## src/rrd_pkg.sv

```systemverilog
// Shared constants and types of the remote receive decoder
package rrd_pkg;
  // Clock and link timing
  localparam int unsigned CLK_HZ        = 20_000_000;
  localparam int unsigned ELEM_US       = 400;
  localparam int unsigned ELEM_CYC      = (CLK_HZ / 1_000_000) * ELEM_US;
  localparam int unsigned MS_CYC        = CLK_HZ / 1000;
  localparam int unsigned BAUD          = 9600;
  localparam int unsigned BAUD_CYC      = CLK_HZ / BAUD;
  localparam int unsigned FRAME_BITS    = 10;
  localparam int unsigned QUIET_ELEMS   = 6;

  // Human-scale timing, in millisecond ticks except ERASE_HOLD_S in seconds and BLINK_BIT, a bit of the millisecond count
  localparam int unsigned ERASE_HOLD_S  = 8;
  localparam int unsigned ERASE_HOLD_MS = ERASE_HOLD_S * 1000;
  localparam int unsigned FLASH_MS      = 3000;
  localparam int unsigned ERASE_STEP_MS = 20;
  localparam int unsigned PRESS_MAX_MS  = 100;
  localparam int unsigned RELEASE_MS    = 300;
  localparam int unsigned HOLD_MS       = 200;
  localparam int unsigned BLINK_BIT     = 8;

  // Sync: alternating run-in ending in one, then four zero elements
  localparam logic [7:0]  SYNC_PAT      = 8'h50;

  // Packet layout, least significant bit received first
  localparam int unsigned PKT_BITS      = 67;
  localparam int unsigned HOP_LSB       = 0;
  localparam int unsigned KEY_W         = 16;
  localparam int unsigned SER_LSB       = 32;
  localparam int unsigned SER_W         = 28;
  localparam int unsigned BTN_LSB       = 60;
  localparam int unsigned BTN_W         = 4;
  localparam int unsigned LOWBAT_BIT    = 64;
  localparam int unsigned ENTRIES       = 50;
  localparam int unsigned REPORT_BYTES  = 4;

  // Register map
  localparam int unsigned ADDR_W        = 12;
  localparam logic [11:0] CTRL_OFS      = 12'h000;
  localparam logic [11:0] STAT_OFS      = 12'h004;
  localparam logic [11:0] LAST_OFS      = 12'h008;
  localparam logic        CTRL_EN_RST   = 1'b1;
  localparam int unsigned STAT_MARK     = 3;
  localparam int unsigned STAT_MOM      = 4;
  localparam int unsigned STAT_IR       = 5;
  localparam int unsigned STAT_BUSY     = 6;
  localparam int unsigned STAT_CNT_LSB  = 8;

  typedef enum logic [2:0] {
    LS_IDLE, LS_HELD, LS_LRN1, LS_LRN2, LS_FLASH, LS_EHELD, LS_ERASE
  } rrd_learn_e;

  typedef enum logic {RX_HUNT, RX_DATA} rrd_rx_e;
endpackage

```

## src/rrd_tx_if.sv

```systemverilog
// Byte handshake between the report sequencer and the serial transmitter
`timescale 1ns/1ps
interface rrd_tx_if;
  logic       valid;
  logic       ready;
  logic [7:0] data;
  modport src  (output valid, output data, input ready);
  modport sink (input valid, input data, output ready);
endinterface

```

## src/rrd_uart_tx.sv

```systemverilog
// Serial report transmitter, 8 data bits, no parity, one stop bit
`timescale 1ns/1ps
module rrd_uart_tx
  import rrd_pkg::*;
(
  input  wire logic clk,
  input  wire logic reset,
  rrd_tx_if.sink    txIf,
  output logic      txd
);
  localparam int BW = $clog2(BAUD_CYC);

  logic [BW-1:0] baud_r;
  logic [3:0]    bitIdx_r;
  logic [9:0]    shift_r;
  logic          busy_r;

  // One byte in flight; the sequencer waits on ready meanwhile
  assign txIf.ready = !busy_r;

  // Frame shifter, start bit first, line idles high
  always_ff @(posedge clk or posedge reset) begin
    if (reset) begin
      baud_r   <= '0;
      bitIdx_r <= '0;
      shift_r  <= '1;
      busy_r   <= 1'b0;
      txd      <= 1'b1;
    end else if (!busy_r) begin
      if (txIf.valid) begin
        shift_r  <= {1'b1, txIf.data, 1'b0};
        busy_r   <= 1'b1;
        baud_r   <= '0;
        bitIdx_r <= '0;
        txd      <= 1'b0;
      end
    end else if (baud_r == BW'(BAUD_CYC - 1)) begin
      baud_r <= '0;
      if (bitIdx_r == 4'(FRAME_BITS - 1)) begin
        busy_r <= 1'b0;
      end else begin
        shift_r  <= shift_r >> 1;
        txd      <= shift_r[1];
        bitIdx_r <= bitIdx_r + 1'b1;
      end
    end else begin
      baud_r <= baud_r + 1'b1;
    end
  end
endmodule

```

## src/rrd_decoder.sv

```systemverilog
// Remote receive decoder: Manchester receiver, learn store, outputs, APB
`timescale 1ns/1ps
// Functional notes
// - Four outputs, all latched or momentary
// - Sync zeros mean low mark, ones high
// - Read mark strap on clock pin, CS low
// - Brief learn press enters learn, indicator on
// - First valid transmission turns indicator off
// - Repeat from same button stores, then flashes
// - Fifty entries, full store overwrites oldest
// - Eight second hold selects full erase
// - Lit while held, flash erasing, dark done
// - Outputs mirror received encoder button states
// - Low battery shown only during flagged reception
// - Manchester, 400 us element, short timeout
// - No auto shut-off of held transmissions
// - Outputs driven only for learned encoders
// - Report any encoder with matching key
// - Report framing 9600, 8N1, no flow control
// - Output responds within 100 ms of press
// - Output responds within 300 ms of release
// - Strap selects radio or infrared input
module rrd_decoder
  import rrd_pkg::*;
#(
  parameter int unsigned ELEM_CYC_P = ELEM_CYC,
  parameter int unsigned MS_CYC_P   = MS_CYC,
  parameter logic [15:0] MFR_KEY    = 16'h5A3C // Arbitrary value
) (
  input  wire logic              clk,
  input  wire logic              reset,
  input  wire logic              rfData,
  input  wire logic              irData,
  input  wire logic              inputSourceStrap,
  input  wire logic              outputBehaviourStrap,
  input  wire logic              learnSw,
  input  wire logic              eeClkIn,
  output logic                   eeClkOut,
  output logic                   eeClkOe,
  output logic                   eeCs,
  output logic [BTN_W-1:0]       buttonOut,
  output logic                   lowBat,
  output logic                   learnLed,
  output logic                   txd,
  input  wire logic              psel,
  input  wire logic              penable,
  input  wire logic              pwrite,
  input  wire logic [ADDR_W-1:0] paddr,
  input  wire logic [31:0]       pwdata,
  output logic [31:0]            prdata,
  output logic                   pready,
  output logic                   pslverr
);
  localparam int PW = $clog2(ELEM_CYC_P + 1);
  localparam int MW = $clog2(MS_CYC_P + 1);

  logic [5:0]          pinMeta_r, pinSync_r;
  logic                rfS, irS, inSrc, pulseOutputsSetting, learnS;
  logic                markHigh_r, ctrlEn_r;
  logic                rxPrev_r, rxIn, rxEdge, elemStb, elemVal;
  logic [PW-1:0]       phase_r;
  logic [2:0]          quiet_r;
  rrd_rx_e             rxState_r;
  logic [7:0]          hist_r, histNxt;
  logic                firstHalf_r, e1_r, pktDone_r, pktOk_r;
  logic [6:0]          bitCnt_r;
  logic [PKT_BITS-1:0] pkt_r;
  logic [SER_W-1:0]    rxSer, candSer_r;
  logic [BTN_W-1:0]    encoderButtonInputs, candBtn_r;
  logic                rxLow, keyOk, hit, learnMatch, storeEn, eraseStb;
  logic [SER_W-1:0]    ser_r [ENTRIES];
  logic [ENTRIES-1:0]  valid_r, hitVec;
  logic [5:0]          wrPtr_r, eraseIdx_r, count_r;
  logic [MW-1:0]       msCnt_r;
  logic                msTick_r;
  logic [BLINK_BIT:0]  msFree_r;
  rrd_learn_e          lState_r;
  logic [13:0]         tmr_r;
  logic [8:0]          holdTmr_r;
  logic [31:0]         rep_r, last_r, rdMux;
  logic [2:0]          repLeft_r;
  logic                apbAcc, mapped;

  rrd_tx_if txIf ();

  // Two-flop synchronisers for every pin from outside the clock domain
  always_ff @(posedge clk or posedge reset) begin
    if (reset) begin
      pinMeta_r <= '0;
      pinSync_r <= '0;
    end else begin
      pinMeta_r <= {eeClkIn, learnSw, outputBehaviourStrap,
                    inputSourceStrap, irData, rfData};
      pinSync_r <= pinMeta_r;
    end
  end

  assign rfS                 = pinSync_r[0];
  assign irS                 = pinSync_r[1];
  assign inSrc               = pinSync_r[2];
  assign pulseOutputsSetting = pinSync_r[3]; // One strap sets all four
  assign learnS              = pinSync_r[4];

  // Memory is held in flops, so the clock pin is never driven and the
  // select stays low; the pin is then free to carry the mark strap
  always_ff @(posedge clk or posedge reset) begin
    if (reset) begin
      eeCs       <= 1'b0;
      eeClkOut   <= 1'b0;
      eeClkOe    <= 1'b0;
      markHigh_r <= 1'b0;
    end else begin
      eeCs     <= 1'b0;
      eeClkOut <= 1'b0;
      eeClkOe  <= 1'b0;
      if (!eeCs) begin
        markHigh_r <= pinSync_r[5];
      end
    end
  end

  // Element sampler: edges realign the phase, sampling mid-element
  assign rxIn    = inSrc ? irS : rfS;
  assign rxEdge  = rxIn ^ rxPrev_r;
  assign elemStb = !rxEdge && phase_r == PW'(ELEM_CYC_P / 2);
  assign elemVal = rxIn ^ markHigh_r; // Sync zeros read as zero at either mark level
  assign histNxt = {hist_r[6:0], elemVal};

  always_ff @(posedge clk or posedge reset) begin
    if (reset) begin
      rxPrev_r <= 1'b0;
      phase_r  <= '0;
      quiet_r  <= '0;
    end else begin
      rxPrev_r <= rxIn;
      if (rxEdge || phase_r == PW'(ELEM_CYC_P - 1)) begin
        phase_r <= '0;
      end else begin
        phase_r <= phase_r + 1'b1;
      end
      // Short timeout: a few silent elements end any frame
      if (rxEdge) begin
        quiet_r <= '0;
      end else if (elemStb && quiet_r != 3'(QUIET_ELEMS)) begin
        quiet_r <= quiet_r + 1'b1;
      end
    end
  end

  // Frame receiver: hunt for sync, then decode element pairs
  always_ff @(posedge clk or posedge reset) begin
    if (reset) begin
      rxState_r   <= RX_HUNT;
      hist_r      <= '0;
      firstHalf_r <= 1'b1;
      e1_r        <= 1'b0;
      bitCnt_r    <= '0;
      pkt_r       <= '0;
      pktDone_r   <= 1'b0;
    end else begin
      pktDone_r <= 1'b0;
      if (elemStb) begin
        hist_r <= (rxState_r == RX_DATA) ? 8'h00 : histNxt;
      end
      unique case (rxState_r)
        RX_HUNT: begin
          if (elemStb && ctrlEn_r && histNxt == SYNC_PAT) begin
            rxState_r   <= RX_DATA;
            firstHalf_r <= 1'b1;
            bitCnt_r    <= '0;
          end
        end
        RX_DATA: begin
          if (quiet_r == 3'(QUIET_ELEMS)) begin
            rxState_r <= RX_HUNT;
          end else if (elemStb) begin
            firstHalf_r <= !firstHalf_r;
            if (firstHalf_r) begin
              e1_r <= elemVal;
            end else if (e1_r == elemVal) begin
              rxState_r <= RX_HUNT; // No mid-bit transition
            end else begin
              pkt_r    <= {e1_r, pkt_r[PKT_BITS-1:1]};
              bitCnt_r <= bitCnt_r + 1'b1;
              if (bitCnt_r == 7'(PKT_BITS - 1)) begin
                pktDone_r <= 1'b1;
                rxState_r <= RX_HUNT;
              end
            end
          end
        end
      endcase
    end
  end

  // Payload fields; the key check stands in for full code validation
  assign rxSer = pkt_r[SER_LSB +: SER_W];
  assign encoderButtonInputs = pkt_r[BTN_LSB +: BTN_W];
  assign rxLow = pkt_r[LOWBAT_BIT];
  assign keyOk = (pkt_r[HOP_LSB +: KEY_W] ^ MFR_KEY)
                 == pkt_r[SER_LSB +: KEY_W];

  always_ff @(posedge clk or posedge reset) begin
    if (reset) begin
      pktOk_r <= 1'b0;
    end else begin
      pktOk_r <= pktDone_r && keyOk;
    end
  end

  // Parallel match against every learned serial number
  genvar gi;
  generate
    for (gi = 0; gi < ENTRIES; gi++) begin : g_match
      assign hitVec[gi] = valid_r[gi] && ser_r[gi] == rxSer;
    end
  endgenerate
  assign hit        = |hitVec;
  assign learnMatch = lState_r == LS_LRN2 && pktOk_r
                      && rxSer == candSer_r
                      && encoderButtonInputs == candBtn_r;
  assign storeEn    = learnMatch && !hit; // Relearning adds no duplicate
  assign eraseStb   = lState_r == LS_ERASE && msTick_r
                      && tmr_r == 14'(ERASE_STEP_MS - 1);

  // Learned store, circular so the oldest entry is replaced first
  always_ff @(posedge clk or posedge reset) begin
    if (reset) begin
      for (int i = 0; i < ENTRIES; i++) begin
        ser_r[i] <= '0;
      end
      valid_r <= '0;
      wrPtr_r <= '0;
      count_r <= '0;
    end else if (storeEn) begin
      ser_r[wrPtr_r]   <= rxSer;
      valid_r[wrPtr_r] <= 1'b1;
      wrPtr_r <= (wrPtr_r == 6'(ENTRIES - 1)) ? 6'h00
                 : wrPtr_r + 1'b1;
      if (count_r != 6'(ENTRIES)) begin
        count_r <= count_r + 1'b1;
      end
    end else if (eraseStb) begin
      valid_r[eraseIdx_r] <= 1'b0;
      if (eraseIdx_r == 6'(ENTRIES - 1)) begin
        wrPtr_r <= '0;
        count_r <= '0;
      end
    end
  end

  // Millisecond tick and a free-running count for the flash rate
  always_ff @(posedge clk or posedge reset) begin
    if (reset) begin
      msCnt_r  <= '0;
      msTick_r <= 1'b0;
      msFree_r <= '0;
    end else if (msCnt_r == MW'(MS_CYC_P - 1)) begin
      msCnt_r  <= '0;
      msTick_r <= 1'b1;
      msFree_r <= msFree_r + 1'b1;
    end else begin
      msCnt_r  <= msCnt_r + 1'b1;
      msTick_r <= 1'b0;
    end
  end

  // Learn and erase sequencer driven by the learn switch
  always_ff @(posedge clk or posedge reset) begin
    if (reset) begin
      lState_r   <= LS_IDLE;
      tmr_r      <= '0;
      candSer_r  <= '0;
      candBtn_r  <= '0;
      eraseIdx_r <= '0;
    end else begin
      if (msTick_r) begin
        tmr_r <= tmr_r + 1'b1;
      end
      unique case (lState_r)
        LS_IDLE: begin
          if (learnS) begin
            lState_r <= LS_HELD;
            tmr_r    <= '0;
          end
        end
        LS_HELD: begin
          if (!learnS) begin
            lState_r <= LS_LRN1;
          end else if (msTick_r && tmr_r == 14'(ERASE_HOLD_MS - 1)) begin
            lState_r <= LS_EHELD;
          end
        end
        LS_LRN1: begin
          if (pktOk_r && !hit) begin
            lState_r  <= LS_LRN2;
            candSer_r <= rxSer;
            candBtn_r <= encoderButtonInputs;
          end
        end
        LS_LRN2: begin
          if (learnMatch) begin
            lState_r <= LS_FLASH;
            tmr_r    <= '0;
          end
        end
        LS_FLASH: begin
          if (msTick_r && tmr_r == 14'(FLASH_MS - 1)) begin
            lState_r <= LS_IDLE;
          end
        end
        LS_EHELD: begin
          if (!learnS) begin
            lState_r   <= LS_ERASE;
            tmr_r      <= '0;
            eraseIdx_r <= '0;
          end
        end
        LS_ERASE: begin
          if (eraseStb) begin
            tmr_r      <= '0;
            eraseIdx_r <= eraseIdx_r + 1'b1;
            if (eraseIdx_r == 6'(ENTRIES - 1)) begin
              lState_r <= LS_IDLE;
            end
          end
        end
        default: lState_r <= LS_IDLE;
      endcase
    end
  end

  // Indicator: steady while held or awaiting a first frame, blinking while busy
  always_ff @(posedge clk or posedge reset) begin
    if (reset) begin
      learnLed <= 1'b0;
    end else begin
      learnLed <= lState_r == LS_HELD || lState_r == LS_LRN1
                  || lState_r == LS_EHELD
                  || ((lState_r == LS_FLASH || lState_r == LS_ERASE)
                      && msFree_r[BLINK_BIT]);
    end
  end

  // Outputs follow each accepted frame; repeats keep them alive with
  // no cap, and the drop delay sits well inside the release bound
  always_ff @(posedge clk or posedge reset) begin
    if (reset) begin
      buttonOut <= '0;
      lowBat    <= 1'b0;
      holdTmr_r <= 9'(HOLD_MS);
    end else if (pktOk_r && hit) begin
      buttonOut <= encoderButtonInputs;
      lowBat    <= rxLow;
      holdTmr_r <= '0;
    end else begin
      if (msTick_r && holdTmr_r != 9'(HOLD_MS)) begin
        holdTmr_r <= holdTmr_r + 1'b1;
      end
      if (holdTmr_r == 9'(HOLD_MS)) begin
        lowBat <= 1'b0;
        if (pulseOutputsSetting) begin
          buttonOut <= '0;
        end
      end
    end
  end

  // Report sequencer; a frame arriving mid-report is not queued
  assign txIf.valid = repLeft_r != 3'h0;
  assign txIf.data  = rep_r[31:24];

  always_ff @(posedge clk or posedge reset) begin
    if (reset) begin
      rep_r     <= '0;
      repLeft_r <= '0;
      last_r    <= '0;
    end else begin
      if (pktOk_r) begin
        last_r <= {encoderButtonInputs, rxSer};
      end
      if (repLeft_r == 3'h0) begin
        if (pktOk_r) begin
          rep_r     <= {encoderButtonInputs, rxSer};
          repLeft_r <= 3'(REPORT_BYTES);
        end
      end else if (txIf.ready) begin
        rep_r     <= rep_r << 8;
        repLeft_r <= repLeft_r - 1'b1;
      end
    end
  end

  rrd_uart_tx uTx (
    .clk   (clk),
    .reset (reset),
    .txIf  (txIf.sink),
    .txd   (txd)
  );

  // APB slave with one wait state so read data leaves a flop
  assign apbAcc = psel && penable && !pready;
  assign mapped = paddr == CTRL_OFS || paddr == STAT_OFS
                  || paddr == LAST_OFS;

  always_comb begin
    rdMux = '0;
    unique case (paddr)
      CTRL_OFS: rdMux[0] = ctrlEn_r;
      STAT_OFS: begin
        rdMux[2:0]       = lState_r;
        rdMux[STAT_MARK] = markHigh_r;
        rdMux[STAT_MOM]  = pulseOutputsSetting;
        rdMux[STAT_IR]   = inSrc;
        rdMux[STAT_BUSY] = rxState_r == RX_DATA;
        rdMux[STAT_CNT_LSB +: 6] = count_r;
      end
      LAST_OFS: rdMux = last_r;
      default:  rdMux = '0;
    endcase
  end

  always_ff @(posedge clk or posedge reset) begin
    if (reset) begin
      pready   <= 1'b0;
      prdata   <= '0;
      pslverr  <= 1'b0;
      ctrlEn_r <= CTRL_EN_RST;
    end else begin
      pready <= apbAcc;
      if (apbAcc) begin
        pslverr <= !mapped;
        prdata  <= pwrite ? 32'h0000_0000 : rdMux;
      end
      if (psel && penable && pready && pwrite && paddr == CTRL_OFS) begin
        ctrlEn_r <= pwdata[0];
      end
    end
  end
endmodule

```

## config.mk

```make
export PLATFORM = sky130hd
export DESIGN_NAME = rrd_decoder
export DESIGN_NICKNAME = d
export VERILOG_FILES = /design/src/rrd_pkg.sv /design/src/rrd_tx_if.sv /design/src/rrd_uart_tx.sv /design/src/rrd_decoder.sv
export SDC_FILE = /design/constraint.sdc
export NUM_CORES = 2
export LEC_CHECK = 0
export BUFFER_PORTS_ARGS = -buffer_cell sky130_fd_sc_hd__buf_2
export CAP_MARGIN = 15
export CELL_PAD_IN_SITES_DETAIL_PLACEMENT = 0
export CELL_PAD_IN_SITES_GLOBAL_PLACEMENT = 1
export CORE_MARGIN = 2
export CORE_UTILIZATION = 30
export CTS_BUF_LIST = sky130_fd_sc_hd__clkbuf_4
export DETAILED_ROUTE_END_ITERATION = 16
export PLACE_DENSITY_LB_ADDON = 0.1
export SLEW_MARGIN = 20
export SYNTH_ARGS = -nofsm -noshare
export SYNTH_HDL_FRONTEND = slang
export SYNTH_SLANG_ARGS = --single-unit
```

## constraint.sdc

```tcl
create_clock -name clk -period 106.1 [get_ports clk]
set_input_delay 5.305 -clock clk [delete_from_list [all_inputs] [get_ports clk]]
set_output_delay 5.305 -clock clk [all_outputs]
set_load 0.02 [all_outputs]
```

==> flow_metrics.py <==
metrics = {
    "status": {
        "status": "completed",
    },
    "global_routing": {
        "grt_max_degree": 152,
        "grt_pass1_vias": 55610,
        "gr-total-overflow": 0,
        "grt_util_all_layers_pct": 17.16,
        "antenna_found_initial": 20,
        "grt_pass1_wl_mm": 376.6,
    },
    "clock_network": {
        "cts_made_buffers": 555,
        "cts_root_buffer": "clkbuf_4",
        "worst_skew_pair.late_latency_ps": 1540,
        "postCtsHoldBufs": 0,
        "clock_path_buffers": 4,
        "cts_tree": "built",
        "htree_levels": 6,
        "cts.sinks": 1802,
        "post_cts_buffers": 0,
        "cts_resized": 0,
        "clk_pin_slew_worst_paths_ps": 60,
    },
    "worst_setup_path": {
        "critPathBufInv": 6,
        "rr_worst_depth": 14,
        "max_stage_delay_ps": 850,
        "worst_setup_path_end_kind": "asynchronous set/reset pin",
        "cp_common_cell": "buf_4",
        "startpoint_type": "input port",
        "reg2reg_setup_slack_ps": 98840,
        "critPathMaxFanout": 142,
        "slowest_stage": "buf_4",
        "crit_chain": "buf_2 > inv_8 > buf_12 > buf_4 > buf_4 > buf_4",
        "crit_family": "buffers and inverters",
        "required_ps": 107500,
        "r2r_start": "pkt_r[43]",
        "path_class": "input port to asynchronous set/reset pin",
        "reg2reg_to": "ser_r[1353]",
        "cp.arrival_ps": 9260,
    },
    "drt": {
        "vias": 53192,
        "drc": 0,
        "drtIter0Drc": 2529,
        "dr.pass1.iters": 5,
        "routedWlPerCell_um": 22.38,
        "totalWireLength_mm": 253.8,
        "viasPerCell": 4.691,
        "drtAntennaViolNets": 0,
    },
    "timing": {
        "max_freq_mhz": 127.1,
        "setup_viol": 0,
        "fin_crit_ps": 7867,
        "setup-tns-final_ps": 0,
        "tightestPinTransition_ps": 1125,
        "maxSlewViolCount": 0,
        "grt_setup_unrepaired": "false",
        "clock_skew_ps": 179.1,
        "period_share_pct": 7.415,
        "max-slew-margin-rel_pct": 24.30,
        "finalHoldViolCount": 0,
    },
    "yosys": {
        "synth_seq_area_share_pct": 51.54,
        "syn-cell-area_um2": 87520,
        "synth-edff-count": 0,
        "synthCells": 6808,
        "synth.ff_latch_count": 1802,
        "ys_warn_count": 0,
        "async_flop_share_pct": 100.0,
        "yosysUniqueCellTypes": 61,
        "synthFlopType": "dfrtp_1",
        "syn_avg_cell_area_um2": 12.86,
    },
    "power_and_ir_drop": {
        "worst_ir_drop_vdd_mv": 0.008840,
        "total_power_w": 0.001408,
        "p_per_area_nw_per_um2": 14.35,
        "leakage_nw": 49.67,
    },
    "placed_design": {
        "place.gp.congestion": 0.7288,
        "hpwl_mm": 148.0,
        "place_inst": 10395,
        "place.port_buffers": 64,
        "placed_area_um2": 91240,
    },
    "die": {
        "die_y_um": 544.1,
        "die_w_um": 544.1,
        "core_um2": 290600,
        "ios": 99,
        "std_cell_rows": 198,
        "die-area_um2": 296100,
        "start_util_pct": 30.12,
    },
    "layout": {
        "fin_util_pct": 33.78,
        "syn_to_final_growth_pct": 12.16,
        "seq_area_um2": 45220,
        "instances_no_fill": 11338,
        "final_cell_mix": "dfrtp_1, mux2_2, xnor2_1, clkbuf_4, xor2_1",
        "multi_input_area_um2": 39030,
        "layout_commonest_cell": "dfrtp_1",
        "fill_cells": 29092,
        "layout-drive-gt1-share_pct": 31.91,
        "design_area_um2": 98160,
        "nets": 7130,
    },
    "hold_path": {
        "worstHoldPathCells": 0,
        "hold_class": "register to register",
        "whs_endpoint": "pinSync_r[3]",
        "worstHoldStart": "pinMeta_r[3]",
    },
    "run": {
        "drv_cap": 0,
    },
}
==> cells by family (layout without fill, tap and decap cells) <==
kind of cell	Yosys count	in the layout	share of synthesized area, %
flops	1802	1802	51.54
fa+ha+maj	22	22	0.3145
xor+xnor	1510	1510	15.11
mux	1569	1569	20.13
simple gates	1015	1015	6.603
compound gates	268	268	2.001
other cells	1	20	0.004285
buf+inv	621	1232	4.293
==> worst register-to-register path, cell delays in order, from the launching register on <==
cell	delay, ps
dfrtp_4	740
buf_4	660
buf_4	770
xnor2_1	170
nand4_1	140
nor4_1	80
nand4_1	170
nand4_1	760
nor4_4	1000
nand4_4	370
buf_4	510
buf_4	520
nor3_2	320
buf_4	420
mux2_2	430
==> worst max path at each step <==
| stage | end | cells past startpoint | slack [ps] | from |
|---|---|---|---|---|
| after floorplan | bitCnt_r[0] | 1 | 49940 | reset |
| after global placement | ser_r[532] | 6 | 96570 | reset |
| after detailed placement | ser_r[532] | 6 | 96590 | reset |
| after CTS | ser_r[5] | 6 | 98240 | reset |
| after global routing | ser_r[8] | 6 | 97700 | reset |
| final | ser_r[25] | 6 | 98230 | reset |
==> sequential cells by signal, indices dropped and copies added (netlist names), 13 cells and up <==
name / cells
tmr_r: 14
phase_r: 13
last_r: 32
ser_r: 1400
pkt_r: 67
rep_r: 32
msCnt_r: 15
valid_r: 50
prdata: 32
candSer_r: 28
==> where the power goes <==
part | switching [W] | internal (W) | total, W | leakage [nW]
sequential | 0.00000308 | 0.000689 | 0.000692 | 25.0
clock | 0.000324 | 0.000366 | 0.000690 | 4.05
combinational | 0.0000219 | 0.00000470 | 0.0000267 | 20.6
==> per-layer routing <==
metal	up-vias	share of wire [%]	track usage, %
li1	24384	-	-
met1	27448	48	24.07
met2	903	45	26.74
met3	447	4.0	2.769
met4	10	2.7	5.822
met5	-	0.024	0
==> stage by stage <==
| stage | setup slack [ps] | hold slack (ps) |
|---|---|---|
| after floorplan | 49940 | 331.2 |
| after global placement | 96570 | 333.6 |
| after detailed placement | 96590 | 336.3 |
| after CTS | 98240 | 347.9 |
| after global routing | 97700 | 357.5 |
| final | 98230 | 348.2 |
==> cell type report <==
| type | count | share of cell area (%) |
|---|---|---|
| sequential | 1802 | 46.06 |
| multi-input combinational | 4387 | 39.76 |
| clock buffer | 791 | 6.049 |
| tap | 3900 | 4.971 |
| timing repair buffer | 253 | 1.963 |
| clock inverter | 134 | 0.9343 |
| inverter | 54 | 0.2141 |
| antenna | 17 | 0.04334 |
==> synthesized netlist by cell type (all sizes together) (2+ instances only) <==
cell	number	area, µm²
a2bb2oi	27	236.5
nand3	75	375.4
clkbuf	220	825.8
or2	5	31.28
nor3	85	650.6
ha	22	275.3
nor4b	5	43.79
nor2	130	488.0
and2	5	31.28
o22a	23	201.4
dfstp	15	394.1
o22ai	4	25.02
nor3b	4	30.03
and3	21	131.4
buf	347	2729
mux2	1528	17210
xor2	657	5754
o21bai	2	15.01
nand3b	8	60.06
a22oi	18	135.1
and4	3	26.28
o31ai	14	105.1
mux2i	41	410.4
nor4	217	1388
inv	53	198.9
nand2b	14	87.58
o21a	3	22.52
dfrtp	1787	44720
or4	3	22.52
or3	12	75.07
nand2	149	559.3
nand4	260	1642
nor2b	12	75.07
nand4b	5	43.79
o21ai	84	420.4
a21oi	55	275.3
a22o	19	166.4
xnor2	853	7471
a21o	3	22.52
a31oi	7	43.79
(Power assumes the default switching activity.)
